[src/sac_pkg.sv]
// Constants and types of the serial converter control block
// Operation
// - A rising edge on the conversion start strobe while the clock is high begins a new conversion.
// - Timing violations may lock out requests; a nap request restores normal response.
// - Every conversion yields a 12-bit result word with no missing codes.
// - After nap wake-up the device is ready within about 350 ns.
// - A clock pulse of at least 50 ns wakes the device from power-down.
// - Bipolar results are two's complement around zero.
// - Device returns to sample mode about 80 ns after a rising clock edge.
// - With clock low, two strobe pulses request nap, four request sleep.
// - Start strobes are ignored mid-conversion; the approximation register clears at start.
// - The result shifts out serially, synchronised to the host clock.
package sac_pkg;
  // ************************************************************
  // Timing
  // ************************************************************
  localparam int SAC_CLK_PERIOD_NS = 100;
  localparam int SAC_WAKE_NAP_NS   = 350;
  localparam int SAC_TRACK_NS      = 80;
  localparam int SAC_WAKE_PULSE_NS = 50;
  // Longest times round down, at least one cycle
  localparam int SAC_WAKE_NAP_CYC  = (SAC_WAKE_NAP_NS / SAC_CLK_PERIOD_NS) < 1 ? 1 :
                                     (SAC_WAKE_NAP_NS / SAC_CLK_PERIOD_NS);
  localparam int SAC_TRACK_CYC     = (SAC_TRACK_NS / SAC_CLK_PERIOD_NS) < 1 ? 1 :
                                     (SAC_TRACK_NS / SAC_CLK_PERIOD_NS);
  // Least time rounds up
  localparam int SAC_WAKE_PULSE_CYC = (SAC_WAKE_PULSE_NS + SAC_CLK_PERIOD_NS - 1) / SAC_CLK_PERIOD_NS;
  // ************************************************************
  // Format
  // ************************************************************
  localparam int SAC_RES_BITS     = 12;
  localparam int SAC_NAP_PULSES   = 2;
  localparam int SAC_SLEEP_PULSES = 4;
  // Idle levels of the link pins, loaded into the synchronisers at reset
  localparam logic SAC_STROBE_IDLE = 1'b0;
  localparam logic SAC_CLK_IDLE    = 1'b1;
  localparam int SAC_CNT_W        = 4;
  localparam logic [SAC_RES_BITS-1:0] SAC_RESULT_RST = 12'h000;
  localparam logic [SAC_RES_BITS-1:0] SAC_SIGN_FLIP  = 12'h800;
  // ************************************************************
  // States
  // ************************************************************
  typedef enum logic [4:0] {
    SAC_ST_TRACK = 5'h01,
    SAC_ST_CONVERSION_START_STROBE  = 5'h02,
    SAC_ST_NAP   = 5'h04,
    SAC_ST_SLEEP = 5'h08,
    SAC_ST_WAKE  = 5'h10
  } sac_state_t;
endpackage

[src/sac_sync.sv]
// Two-stage synchroniser with rising and falling edge pulses
`timescale 1ns/100ps
module sac_sync #(
  parameter logic IDLE = 1'b0
) (
  // Clock and reset
  input  wire logic clk_sys,
  input  wire logic rst,
  // Pin in, clean level and edges out
  input  wire logic pin_raw,
  output logic      level,
  output logic      rise,
  output logic      fall
);
  logic meta_ff;
  logic sync_ff;
  logic prev_ff;

  always_ff @(posedge clk_sys) begin
    // Reset to the idle level, so no false edge follows reset
    if (rst) begin
      meta_ff <= IDLE;
      sync_ff <= IDLE;
      prev_ff <= IDLE;
    end else begin
      meta_ff <= pin_raw;
      sync_ff <= meta_ff;
      prev_ff <= sync_ff;
    end
  end

  assign level = sync_ff;
  assign rise  = sync_ff & ~prev_ff;
  assign fall  = ~sync_ff & prev_ff;
endmodule

[src/sac_top.sv]
// Conversion control and serial readout of the 12-bit converter
`timescale 1ns/100ps
module sac_top #(
  parameter int RES_BITS = sac_pkg::SAC_RES_BITS
) (
  // Clock and reset
  input  wire logic                clk_sys,
  input  wire logic                rst,
  // Link pins from the host
  input  wire logic                conversion_start_strobe,
  input  wire logic                link_clk,
  // Serial result pin, three-state
  output logic                     dout_data,
  output logic                     dout_oe,
  // Converter core side
  input  wire logic                bipolar_mode,
  input  wire logic                cmp_decision,
  output logic [RES_BITS-1:0]      dac_code,
  output logic                     track_mode,
  output logic                     nap_mode,
  output logic                     sleep_mode,
  output logic                     conversion_start_strobe_busy,
  output logic                     result_valid,
  output logic [RES_BITS-1:0]      result_word
);
  import sac_pkg::*;

  // Counters and sign flip constant serve one word width only
  if (RES_BITS != SAC_RES_BITS) begin : g_bad_width
    $error("RES_BITS must equal 12");
  end

  // ************************************************************
  // Pin synchronisers
  // ************************************************************
  logic strobe_rise, strobe_fall;
  logic clk_lvl, clk_rise, clk_fall;

  sac_sync #(
    .IDLE (SAC_STROBE_IDLE)
  ) u_sync_strobe (
    .clk_sys (clk_sys),
    .rst     (rst),
    .pin_raw (conversion_start_strobe),
    .level   (),
    .rise    (strobe_rise),
    .fall    (strobe_fall)
  );

  sac_sync #(
    .IDLE (SAC_CLK_IDLE)
  ) u_sync_clk (
    .clk_sys (clk_sys),
    .rst     (rst),
    .pin_raw (link_clk),
    .level   (clk_lvl),
    .rise    (clk_rise),
    .fall    (clk_fall)
  );

  // ************************************************************
  // State and counters
  // ************************************************************
  sac_state_t                state_ff, nxt_state;
  logic [SAC_CNT_W-1:0]      bit_ff, nxt_bit;
  logic [SAC_CNT_W-1:0]      pulse_ff, nxt_pulse;
  logic [SAC_CNT_W-1:0]      wait_ff, nxt_wait;
  logic [SAC_CNT_W-1:0]      hi_ff, nxt_hi;
  logic [RES_BITS-1:0]       sar_ff, nxt_sar;
  logic [RES_BITS-1:0]       shift_ff, nxt_shift;
  logic [RES_BITS-1:0]       res_ff, nxt_res;
  logic                      oe_ff, nxt_oe;
  logic                      dout_ff, nxt_dout;
  logic                      track_ff, nxt_track;
  logic                      rv_ff, nxt_rv;
  logic [SAC_CNT_W-1:0]      shift_left_ff, nxt_shift_left;

  // Decode
  wire st_track = (state_ff == SAC_ST_TRACK);
  wire st_conversion_start_strobe  = (state_ff == SAC_ST_CONVERSION_START_STROBE);
  wire st_down  = (state_ff == SAC_ST_NAP) || (state_ff == SAC_ST_SLEEP);
  wire st_nap   = (state_ff == SAC_ST_NAP);
  wire last_bit = (bit_ff == SAC_CNT_W'(RES_BITS - 1));
  wire [RES_BITS-1:0] bit_mask = RES_BITS'(1) << (RES_BITS - 1 - int'(bit_ff));
  wire [RES_BITS-1:0] trial    = sar_ff | bit_mask;
  wire [RES_BITS-1:0] decided  = cmp_decision ? trial : sar_ff;
  // Bipolar: flip MSB of offset binary to two's complement
  wire [RES_BITS-1:0] coded    = bipolar_mode ? (decided ^ SAC_SIGN_FLIP) : decided;
  // Power-down counting only while the link clock rests low
  // Nap keeps counting, so pulses three and four deepen it into sleep
  wire pd_pulse  = strobe_rise & ~clk_lvl & (st_track | st_conversion_start_strobe | st_nap);
  wire pd_fall   = strobe_fall & ~clk_lvl;
  wire wake_ok   = clk_fall & (hi_ff >= SAC_CNT_W'(SAC_WAKE_PULSE_CYC));

  always_comb begin
    nxt_state      = state_ff;
    nxt_bit        = bit_ff;
    nxt_pulse      = pulse_ff;
    nxt_wait       = wait_ff;
    nxt_sar        = sar_ff;
    nxt_shift      = shift_ff;
    nxt_res        = res_ff;
    nxt_oe         = oe_ff;
    nxt_dout       = dout_ff;
    nxt_track      = track_ff;
    nxt_rv         = 1'b0;
    nxt_shift_left = shift_left_ff;
    nxt_hi         = clk_lvl ? ((hi_ff == '1) ? hi_ff : hi_ff + 1'b1) : '0;
    // Clock activity ends a power-down request sequence
    if (clk_rise) nxt_pulse = '0;
    // serial out, MSB first on rising link clock
    if (clk_rise && shift_left_ff != '0) begin
      nxt_dout       = shift_ff[RES_BITS-1];
      nxt_shift      = {shift_ff[RES_BITS-2:0], 1'b0};
      nxt_shift_left = shift_left_ff - 1'b1;
      nxt_oe         = 1'b1;
    end else if (clk_rise && oe_ff) begin
      nxt_oe = 1'b0;
    end
    case (state_ff)
      SAC_ST_TRACK: begin
        // back to sample mode after rising link clock
        if (clk_rise) nxt_track = 1'b1;
        // rising strobe starts conversion, SAR cleared
        if (strobe_rise && clk_lvl) begin
          nxt_state = SAC_ST_CONVERSION_START_STROBE;
          nxt_sar   = '0;
          nxt_bit   = '0;
          nxt_track = 1'b0;
          nxt_pulse = '0;
        end
      end
      SAC_ST_CONVERSION_START_STROBE: begin
        // start strobes ignored here; one decision per link clock
        if (clk_rise) begin
          nxt_sar = decided;
          nxt_bit = bit_ff + 1'b1;
          if (last_bit) begin
            nxt_res        = coded;
            nxt_shift      = coded;
            nxt_shift_left = SAC_CNT_W'(RES_BITS);
            nxt_rv         = 1'b1;
            // sample mode follows the final rising clock
            nxt_track      = 1'b1;
            nxt_state      = SAC_ST_TRACK;
          end
        end
      end
      SAC_ST_NAP, SAC_ST_SLEEP: begin
        nxt_track = 1'b0;
        // fourth pulse end turns nap into sleep
        if (st_nap && pd_fall && pulse_ff == SAC_CNT_W'(SAC_SLEEP_PULSES)) begin
          nxt_state = SAC_ST_SLEEP;
          nxt_pulse = '0;
        end
        if (wake_ok) begin
          nxt_state = SAC_ST_WAKE;
          nxt_wait  = '0;
        end
      end
      SAC_ST_WAKE: begin
        nxt_wait = wait_ff + 1'b1;
        if (wait_ff >= SAC_CNT_W'(SAC_WAKE_NAP_CYC - 1)) begin
          nxt_state = SAC_ST_TRACK;
          nxt_track = 1'b1;
          nxt_pulse = '0;
        end
      end
      default: nxt_state = SAC_ST_TRACK;
    endcase
    // nap request taken at second pulse end, from track or conversion state
    if (pd_fall && pulse_ff == SAC_CNT_W'(SAC_NAP_PULSES) && (st_track || st_conversion_start_strobe)) begin
      nxt_state = SAC_ST_NAP;
    end
    // pulses counted in conversion too, so a stuck converter can recover
    if (pd_pulse) nxt_pulse = pulse_ff + 1'b1;
  end

  always_ff @(posedge clk_sys) begin
    if (rst) begin
      state_ff      <= SAC_ST_TRACK;
      bit_ff        <= '0;
      pulse_ff      <= '0;
      wait_ff       <= '0;
      hi_ff         <= '0;
      sar_ff        <= '0;
      shift_ff      <= '0;
      res_ff        <= SAC_RESULT_RST;
      oe_ff         <= 1'b0;
      dout_ff       <= 1'b0;
      track_ff      <= 1'b1;
      rv_ff         <= 1'b0;
      shift_left_ff <= '0;
    end else begin
      state_ff      <= nxt_state;
      bit_ff        <= nxt_bit;
      pulse_ff      <= nxt_pulse;
      wait_ff       <= nxt_wait;
      hi_ff         <= nxt_hi;
      sar_ff        <= nxt_sar;
      shift_ff      <= nxt_shift;
      res_ff        <= nxt_res;
      oe_ff         <= nxt_oe;
      dout_ff       <= nxt_dout;
      track_ff      <= nxt_track;
      rv_ff         <= nxt_rv;
      shift_left_ff <= nxt_shift_left;
    end
  end

  assign dout_data    = dout_ff;
  assign dout_oe      = oe_ff;
  assign dac_code     = trial;
  assign track_mode   = track_ff;
  assign nap_mode     = (state_ff == SAC_ST_NAP);
  assign sleep_mode   = (state_ff == SAC_ST_SLEEP);
  assign conversion_start_strobe_busy    = st_conversion_start_strobe;
  assign result_valid = rv_ff;
  assign result_word  = res_ff;

  // ************************************************************
  // Checks
  // ************************************************************
  property p_start;
    @(posedge clk_sys) disable iff (rst) st_track && strobe_rise && clk_lvl |=> conversion_start_strobe_busy && sar_ff == '0;
  endproperty
  a_start: assert property (p_start) else $error("strobe rise did not start conversion");

  property p_no_restart;
    @(posedge clk_sys) disable iff (rst) st_conversion_start_strobe && !clk_rise |=> $stable(bit_ff) && $stable(sar_ff);
  endproperty
  a_no_restart: assert property (p_no_restart) else $error("conversion restarted");

  property p_done;
    @(posedge clk_sys) disable iff (rst) st_conversion_start_strobe && clk_rise && last_bit && !strobe_fall
      |=> result_valid && st_track && shift_left_ff == SAC_CNT_W'(RES_BITS);
  endproperty
  a_done: assert property (p_done) else $error("result word not produced");

  property p_wake;
    @(posedge clk_sys) disable iff (rst) state_ff == SAC_ST_WAKE |-> ##[1:4] st_track;
  endproperty
  a_wake: assert property (p_wake) else $error("nap wake too slow");

  property p_pulse_wake;
    @(posedge clk_sys) disable iff (rst) st_down && wake_ok |=> state_ff == SAC_ST_WAKE;
  endproperty
  a_pulse_wake: assert property (p_pulse_wake) else $error("clock pulse did not wake");

  property p_bipolar;
    @(posedge clk_sys) disable iff (rst) result_valid && $past(bipolar_mode)
      |-> result_word == ($past(decided) ^ SAC_SIGN_FLIP);
  endproperty
  a_bipolar: assert property (p_bipolar) else $error("bipolar coding wrong");

  property p_track;
    @(posedge clk_sys) disable iff (rst) st_track && clk_rise && !strobe_rise |=> track_mode;
  endproperty
  a_track: assert property (p_track) else $error("no return to sample mode");

  property p_track_end;
    @(posedge clk_sys) disable iff (rst) st_conversion_start_strobe && clk_rise && last_bit |=> track_mode;
  endproperty
  a_track_end: assert property (p_track_end) else $error("no sample mode after conversion");

  property p_nap;
    @(posedge clk_sys) disable iff (rst) (st_track || st_conversion_start_strobe) && pd_fall
      && pulse_ff == SAC_CNT_W'(SAC_NAP_PULSES) |=> nap_mode;
  endproperty
  a_nap: assert property (p_nap) else $error("nap request missed");

  property p_sleep;
    @(posedge clk_sys) disable iff (rst) st_nap && pd_fall
      && pulse_ff == SAC_CNT_W'(SAC_SLEEP_PULSES) |=> sleep_mode;
  endproperty
  a_sleep: assert property (p_sleep) else $error("sleep request missed");

  property p_shift;
    @(posedge clk_sys) disable iff (rst) clk_rise && shift_left_ff != '0
      |=> dout_oe && dout_data == $past(shift_ff[RES_BITS-1]);
  endproperty
  a_shift: assert property (p_shift) else $error("serial bit wrong");

  c_conversion_start_strobe:  cover property (@(posedge clk_sys) disable iff (rst) result_valid);
  c_nap:   cover property (@(posedge clk_sys) disable iff (rst) nap_mode);
  c_sleep: cover property (@(posedge clk_sys) disable iff (rst) sleep_mode);
  c_wake:  cover property (@(posedge clk_sys) disable iff (rst) state_ff == SAC_ST_WAKE);
  c_stuck: cover property (@(posedge clk_sys) disable iff (rst) st_conversion_start_strobe ##1 nap_mode);
endmodule

[config.mk]
export PLATFORM = sky130hd
export DESIGN_NAME = sac_top
export DESIGN_NICKNAME = d
export VERILOG_FILES = /design/src/sac_pkg.sv /design/src/sac_sync.sv /design/src/sac_top.sv
export SDC_FILE = /design/constraint.sdc
export NUM_CORES = 1
export LEC_CHECK = 0
export CAP_MARGIN = 20
export CORE_MARGIN = 4
export CORE_UTILIZATION = 45
export DETAILED_ROUTE_END_ITERATION = 8
export DONT_BUFFER_PORTS = 1
export SKIP_CTS_REPAIR_TIMING = 1
export SYNTH_ARGS = -nofsm -noshare
export SYNTH_HDL_FRONTEND = slang
export SYNTH_SLANG_ARGS = --single-unit
[constraint.sdc]
create_clock -name clk_sys -period 2.62 [get_ports clk_sys]
set_input_delay 0.131 -clock clk_sys [delete_from_list [all_inputs] [get_ports clk_sys]]
set_output_delay 0.131 -clock clk_sys [all_outputs]
set_load 0.02 [all_outputs]
# Yosys cells after proc, flatten, opt, wreduce, memory -nomap -nowiden
# Index checks and enable logic that the tools add are counted.
[word_totals] output_inout_bits=31 word_cells=132 input_bits=6 reg_bits=71
[classes] reduce_logical=23 shift=1 bitwise_logic=18 n_mux=41 n_addsub=6 n_lt_le_gt_ge=2 eq_ne=21
[ops] op="12-bit 2-to-1 mux" n=8
[ops] op="4-bit 2-to-1 mux" n=12
[ops] op="1-bit by 32-bit << shifter with 12-bit output, first input constant" n=1
[ops] op="5-bit 2-to-1 mux" n=6
[ops] op="12-bit one-hot mux with 2 select lines" n=1
[ops] op="5-bit one-hot mux with 4 select lines" n=1
[ops] op="4-bit by 1-bit adder with 4-bit output, second input constant" n=4
[ops] op="4-bit one-hot mux with 2 select lines" n=2
[ops] op="5-bit AND reduction" n=3
[ops] op="12-bit OR" n=1
[ops] op="4-bit one-hot mux with 3 select lines" n=1
[ops] op="1-bit bitwise AND" n=8
[ops] op="4-bit equality test, second input constant" n=2
[ops] op="1-bit 2-to-1 mux" n=8
[ops] op="4-bit nonzero test" n=2
[ops] op="1-bit logical AND" n=7
[ops] op="1-bit inverter" n=7
[ops] op="2-bit != test, second input constant" n=3
[ops] op="3-bit by 1-bit != test with 1-bit output, second input constant" n=2
[ops] op="3-bit by 2-bit != test with 1-bit output, second input constant" n=2
[ops] op="3-bit != test, second input constant" n=2
[ops] op="3-bit AND reduction" n=2
[ops] op="2-bit nonzero test" n=3
[ops] op="2-bit OR reduction" n=3
[ops] op="other kinds (19)" n=21

# Depth between registers and ports, before layout
[logic_depth] depth_word=9 depth_mapped=8 mapped_depth_nobuf=7

# Modules after synthesis
# From an unflattened synthesis, not the netlist that was laid out.
[unflattened] cells_unflattened=419 area_unflattened_um2=3573.4
[by_module_without_submodules] module="sac_top" seq_area_each_um2=1301.2 area_per_inst_um2=3389.5 instances=1 cells_per_inst=403
[by_module_without_submodules] module="sac_sync (u_sync_clk)" seq_area_each_um2=60.1 area_per_inst_um2=92.6 instances=1 cells_per_inst=8
[by_module_without_submodules] module="sac_sync (u_sync_strobe)" seq_area_each_um2=60.1 area_per_inst_um2=91.3 instances=1 cells_per_inst=8

# Worst setup path before layout
# No wires, ideal clock.
[synth_path] path_type="flip-flop to flip-flop" from="reg bit_ff[2]" to="reg sar_ff[10]" slack_ns=0.536 path_buffers=0 path_stages_with_launch=7 required_time_ns=2.550 t_arrival_ns=2.014 synth_period_minus_slack_ns=2.084 path_cell_list="dfxtp_1 > inv_1 > ha_1 > nor3b_1 > a31oi_1 > or3_1 > a21oi_1"
[synth_between] elab_chain_len=6
[synth_lines] item="start: declaration" line_no="sac_top.sv:65" source="logic [SAC_CNT_W-1:0] bit_ff, nxt_bit;"
[synth_lines] item="start signal: assignment" line_no="sac_top.sv:196" source="bit_ff <= nxt_bit;"
[synth_lines] item="4-bit by 4-bit subtractor with 5-bit output" line_no="sac_top.sv:84" source="wire [RES_BITS-1:0] bit_mask = RES_BITS'(1) << (RES_BITS - 1 - int'(bit_ff));"
[synth_lines] item="1-bit by 32-bit << shifter with 12-bit output" line_no="sac_top.sv:84"
[synth_lines] item="12-bit OR" line_no="sac_top.sv:85" source="wire [RES_BITS-1:0] trial = sar_ff | bit_mask;"
[synth_lines] item="12-bit 2-to-1 mux" line_no="sac_top.sv:86" source="wire [RES_BITS-1:0] decided = cmp_decision ? trial : sar_ff;"
[synth_lines] item="12-bit 2-to-1 mux" line_no="sac_top.sv:135" source="if (clk_rise) begin"
[synth_lines] item="12-bit one-hot mux with 2 select lines" line_no="sac_top.sv:120" source="case (state_ff)"
[synth_lines] item="end signal: assignment" line_no="sac_top.sv:200" source="sar_ff <= nxt_sar;"
[synth_lines] item="end: declaration" line_no="sac_top.sv:69" source="logic [RES_BITS-1:0] sar_ff, nxt_sar;"
# Every way passes these cells. The select of a mux whose other input is x is not followed.
# A chain may end at the register's enable or synchronous reset.

# Worst setup path after layout
[layout_path] from="reg u_sync_clk.sync_ff, in the netlist u_sync_clk.level" to="reg sar_ff[1]"
[layout_between] elab_chain_len=3 word_cells_on_any_way=5
[layout_lines] item="start: declaration" line_no="sac_sync.sv:16" source="logic sync_ff;"
[layout_lines] item="start signal: assignment" line_no="sac_sync.sv:27" source="sync_ff <= meta_ff;"
[layout_lines] item="1-bit bitwise AND or 1-bit logical AND (tied branches)" line_no="sac_sync.sv:33, sac_top.sv:125"
[layout_lines] item="2-bit != test (no source line) or 2-bit by 1-bit != test with 1-bit output (tied branches)"
[layout_lines] item="3-bit AND reduction (no source line) *"
# Mark *: on every way between the ends. The rest lies on a longest branch, timed or not.

==> results.md <==
- The flow ran to the end, and the final reports show no timing, DRC or antenna violations.
- The via count of the first global-routing pass is 2583.
- The number of clock buffers added by TritonCTS is 9.
- Counting distinct cell types in the post-synthesis netlist gives 50.
- The post-detailed-route wirelength per cell is 15.6 µm.
- The area added between synthesis and finish is 12.1%.
- The initial antenna violation count came to 0.
- For this design the static power due to leakage is 0.00141 µW.
- The maximum clock path buffer count is 2.
- The average instance in the mapped netlist occupies 8.76 µm².
- The first detailed-routing pass took 4 iterations.
- Data on the critical path is required at its endpoint by 2900 ps.
- The total global routing track utilization is 17.9%.
- The clock root buffer master is sky130_fd_sc_hd__clkbuf_8.
- In the final layout, the multi-input gates occupy 1780 µm².
- By startpoint and endpoint, the worst setup path is classified as register to register.
- After clock tree synthesis, the clock-pin slew on the worst setup and hold paths is 80 ps.
- After the last flow step, the layout net total stands at 401.
- The DRC violations left is 0.
- In this run the worst path has a maximum fanout of 14.
- The final HPWL from detailed placement is 5400 µm.
- The clock insertion delay at the later pin of the skew report is 350 ps.
- The launching element type of the critical path is a register.
- The relative max-transition margin is 65.7%.
- The pin count of the biggest net entering global routing is 42.
- The sum of routed wire length over all layers is 7610 µm.
- 37 I/O pins were placed.
- The post-route netlist has 9.79% of its cells at a drive strength greater than 1.
- TritonCTS built the clock tree.
- The share of flip-flops with an asynchronous set or reset is 0%.
- The die outline width is 94.0 µm.
- The tightest min-delay check is of the input port to register type.
- In this run the power density over the cells is 733 nW/µm².
- For this run, the number of Yosys warnings is 0.
- The count of H-tree levels built during CTS is 3.
- Port buffering added 0 buffers.
- The number of fillers in the final layout is 726.
- The arrival time reported for the critical path endpoint is 2480 ps.
- The iteration-0 DRC count of the detailed router is 134.
- Setup repair after global routing left no endpoint under its margin.
- The number of placed instances with taps included is 466.
- The region available for standard cell placement spans 7210 µm².
- Detailed routing inserted a total of 2763 vias.
- The initial cell density of the core is 46.1%.
- The number of setup violations in the final report is 0.
- In the final layout, flip-flops and latches occupy 1420 µm².
- Clock skew on the completed layout was measured at 18.2 ps.
- Counting flops with a built-in enable in the synthesized netlist gives 0.
- Routability-driven placement finished with a final weighted congestion of 0.880.
- The final number of max-transition violations is 0.
- The count of max-cap constraint violations is 0.
- For this run, the leading register cell type out of synthesis is sky130_fd_sc_hd__dfxtp_1.
- The worst-case IR drop observed on VDD is 0.301 mV.
- The sequential-to-total area share from yosys stat is 42.7%.
- Using the TritonRoute via totals, the vias-per-cell ratio works out to 5.67.
- For the pin with the worst max-slew slack, the measured transition is 515 ps.
- The final-layout setup total negative slack is 0 ps.
- For this design, the sink count on the clock tree is 71.
- After global routing the overflow that remains totals 0.
- Total power for the finished layout comes to 2730 µW.
- The die is 94.0 µm tall.
- The die area is 8830 µm².
- For this run, the top clock speed supported by timing is 0.455 GHz.
- The net count of the mapped netlist is 398.
- The post-synthesis register bit count is 71.
- STA classifies the critical path endpoint as a register.
- 0 antenna diodes ended up in the layout.
- The worst path needs 2200 ps of the cycle, external delays included.
- The final-report hold violation count came to 0.
- The synthesized netlist occupies a cell area of 3330 µm².
- The ratio of final minimum period to clock period is 84.0%.
- The non-filler instance count after layout is 487.
- Synthesis handed over a netlist of 380 instances.
- The count of nets left with antenna violations after detail routing is 0.
- The first global-routing pass estimated 12600 µm of wire.
- The number of rows created at floorplan is 31.
## critical path, cell delays in order, from the launching register on
cell and delay (ps):
sky130_fd_sc_hd__dfxtp_1 440, sky130_fd_sc_hd__nor2b_1 370, sky130_fd_sc_hd__a2bb2oi_1 160, sky130_fd_sc_hd__nand2b_1 380
sky130_fd_sc_hd__buf_4 290, sky130_fd_sc_hd__or3_1 350, sky130_fd_sc_hd__a21oi_1 140
## cells in the mapped netlist (8+ instances only)
library cell / number / area, µm²
sky130_fd_sc_hd__inv_1: 11 / 41.3
sky130_fd_sc_hd__a31oi_1: 11 / 68.8
sky130_fd_sc_hd__nand2b_1: 8 / 50.1
sky130_fd_sc_hd__o21ai_0: 18 / 90.1
sky130_fd_sc_hd__clkbuf_1: 13 / 48.8
sky130_fd_sc_hd__or3_1: 13 / 81.3
sky130_fd_sc_hd__mux2i_1: 13 / 130
sky130_fd_sc_hd__a21oi_1: 26 / 130
sky130_fd_sc_hd__nor2_1: 21 / 78.8
sky130_fd_sc_hd__nor2b_1: 11 / 68.8
sky130_fd_sc_hd__dfxtp_1: 71 / 1420
sky130_fd_sc_hd__a21o_1: 11 / 82.6
sky130_fd_sc_hd__o22ai_1: 12 / 75.1
sky130_fd_sc_hd__nand2_1: 37 / 139
sky130_fd_sc_hd__nand3_1: 9 / 45.0
sky130_fd_sc_hd__ha_1: 12 / 150
## layout make-up
type | count | area share, %
multi-input combinational | 278 | 47.8
sequential | 71 | 38.1
clock inverter | 7 | 3.42
clock buffer | 9 | 3.32
tap | 99 | 3.32
timing repair buffer | 12 | 2.95
inverter | 11 | 1.11
## registers in the layout, summed over array words and instances (netlist names), 4 cells and up
name / count
result_word: 12
sar_ff: 12
shift_ff: 12
state_ff: 5
bit_ff: 4
hi_ff: 4
pulse_ff: 4
shift_left_ff: 4
wait_ff: 4
## where the power goes
group / internal [µW] / leakage [µW] / switching (µW)
registers: 1110 / 0.000574 / 67.8
logic: 185 / 0.000708 / 269
clock network: 647 / 0.000126 / 453
## layout by cell type (no fill, tap or decap), types with 5 or more instances in the layout
cell                       synthesis  final
sky130_fd_sc_hd__dfxtp_1          71     71
sky130_fd_sc_hd__nand2_1          37     37
sky130_fd_sc_hd__a21oi_1          26     26
sky130_fd_sc_hd__nor2_1           21     21
sky130_fd_sc_hd__o21ai_0          18     18
sky130_fd_sc_hd__or3_1            13     13
sky130_fd_sc_hd__mux2i_1          13     13
sky130_fd_sc_hd__o22ai_1          12     12
sky130_fd_sc_hd__ha_1             12     12
sky130_fd_sc_hd__inv_1            11     11
sky130_fd_sc_hd__a21o_1           11     11
sky130_fd_sc_hd__nor2b_1          11     11
sky130_fd_sc_hd__a31oi_1          11     11
sky130_fd_sc_hd__nand3_1           9      9
sky130_fd_sc_hd__clkbuf_8          0      9
sky130_fd_sc_hd__nand2b_1          8      8
sky130_fd_sc_hd__buf_4             0      8
sky130_fd_sc_hd__nor3_1            5      5
sky130_fd_sc_hd__o211ai_1          5      5
sky130_fd_sc_hd__xnor2_1           5      5
## per-stage QoR
step	hold WS (ps)	setup WS, ps	area [µm²]	utilization, %
after global routing	15.2	203	3730	51.7
after floorplan	235	536	3330	-
final	25.8	420	3730	51.7
after CTS	-173	438	3670	50.9
after detailed placement	206	448	3420	47.4
after global placement	206	446	3420	47.4
## logic make-up after synthesis
group | after synthesis | share of synthesized area, %
buffers and inverters | 31 | 3.72
muxes | 14 | 4.25
xor gates and xnor gates | 8 | 2.11
DFF | 71 | 42.7
adders and majority gates | 12 | 4.51
and+or+nand+nor | 143 | 23.4
AOI/OAI and AO/OA | 101 | 19.3
## worst paths after layout
| kind | end | startpoint | depth (start not counted) | slack, ps |
|---|---|---|---|---|
| setup reg to reg | sar_ff[1] | u_sync_clk.level | 6 | 420 |
| hold / removal | state_ff[1] | rst | 2 | 30 |
| setup / recovery | sar_ff[1] | u_sync_clk.level | 6 | 420 |
| hold reg to reg | u_sync_clk.level | u_sync_clk.meta_ff | 1 | 420 |
## layer usage
metal	track usage, %	part of all wire, %
met5	0	0
met4	6.98	1.5
met3	3.61	3.9
met2	28.4	47
met1	23.8	48
Note: power is estimated with default switching activity, not from simulation.
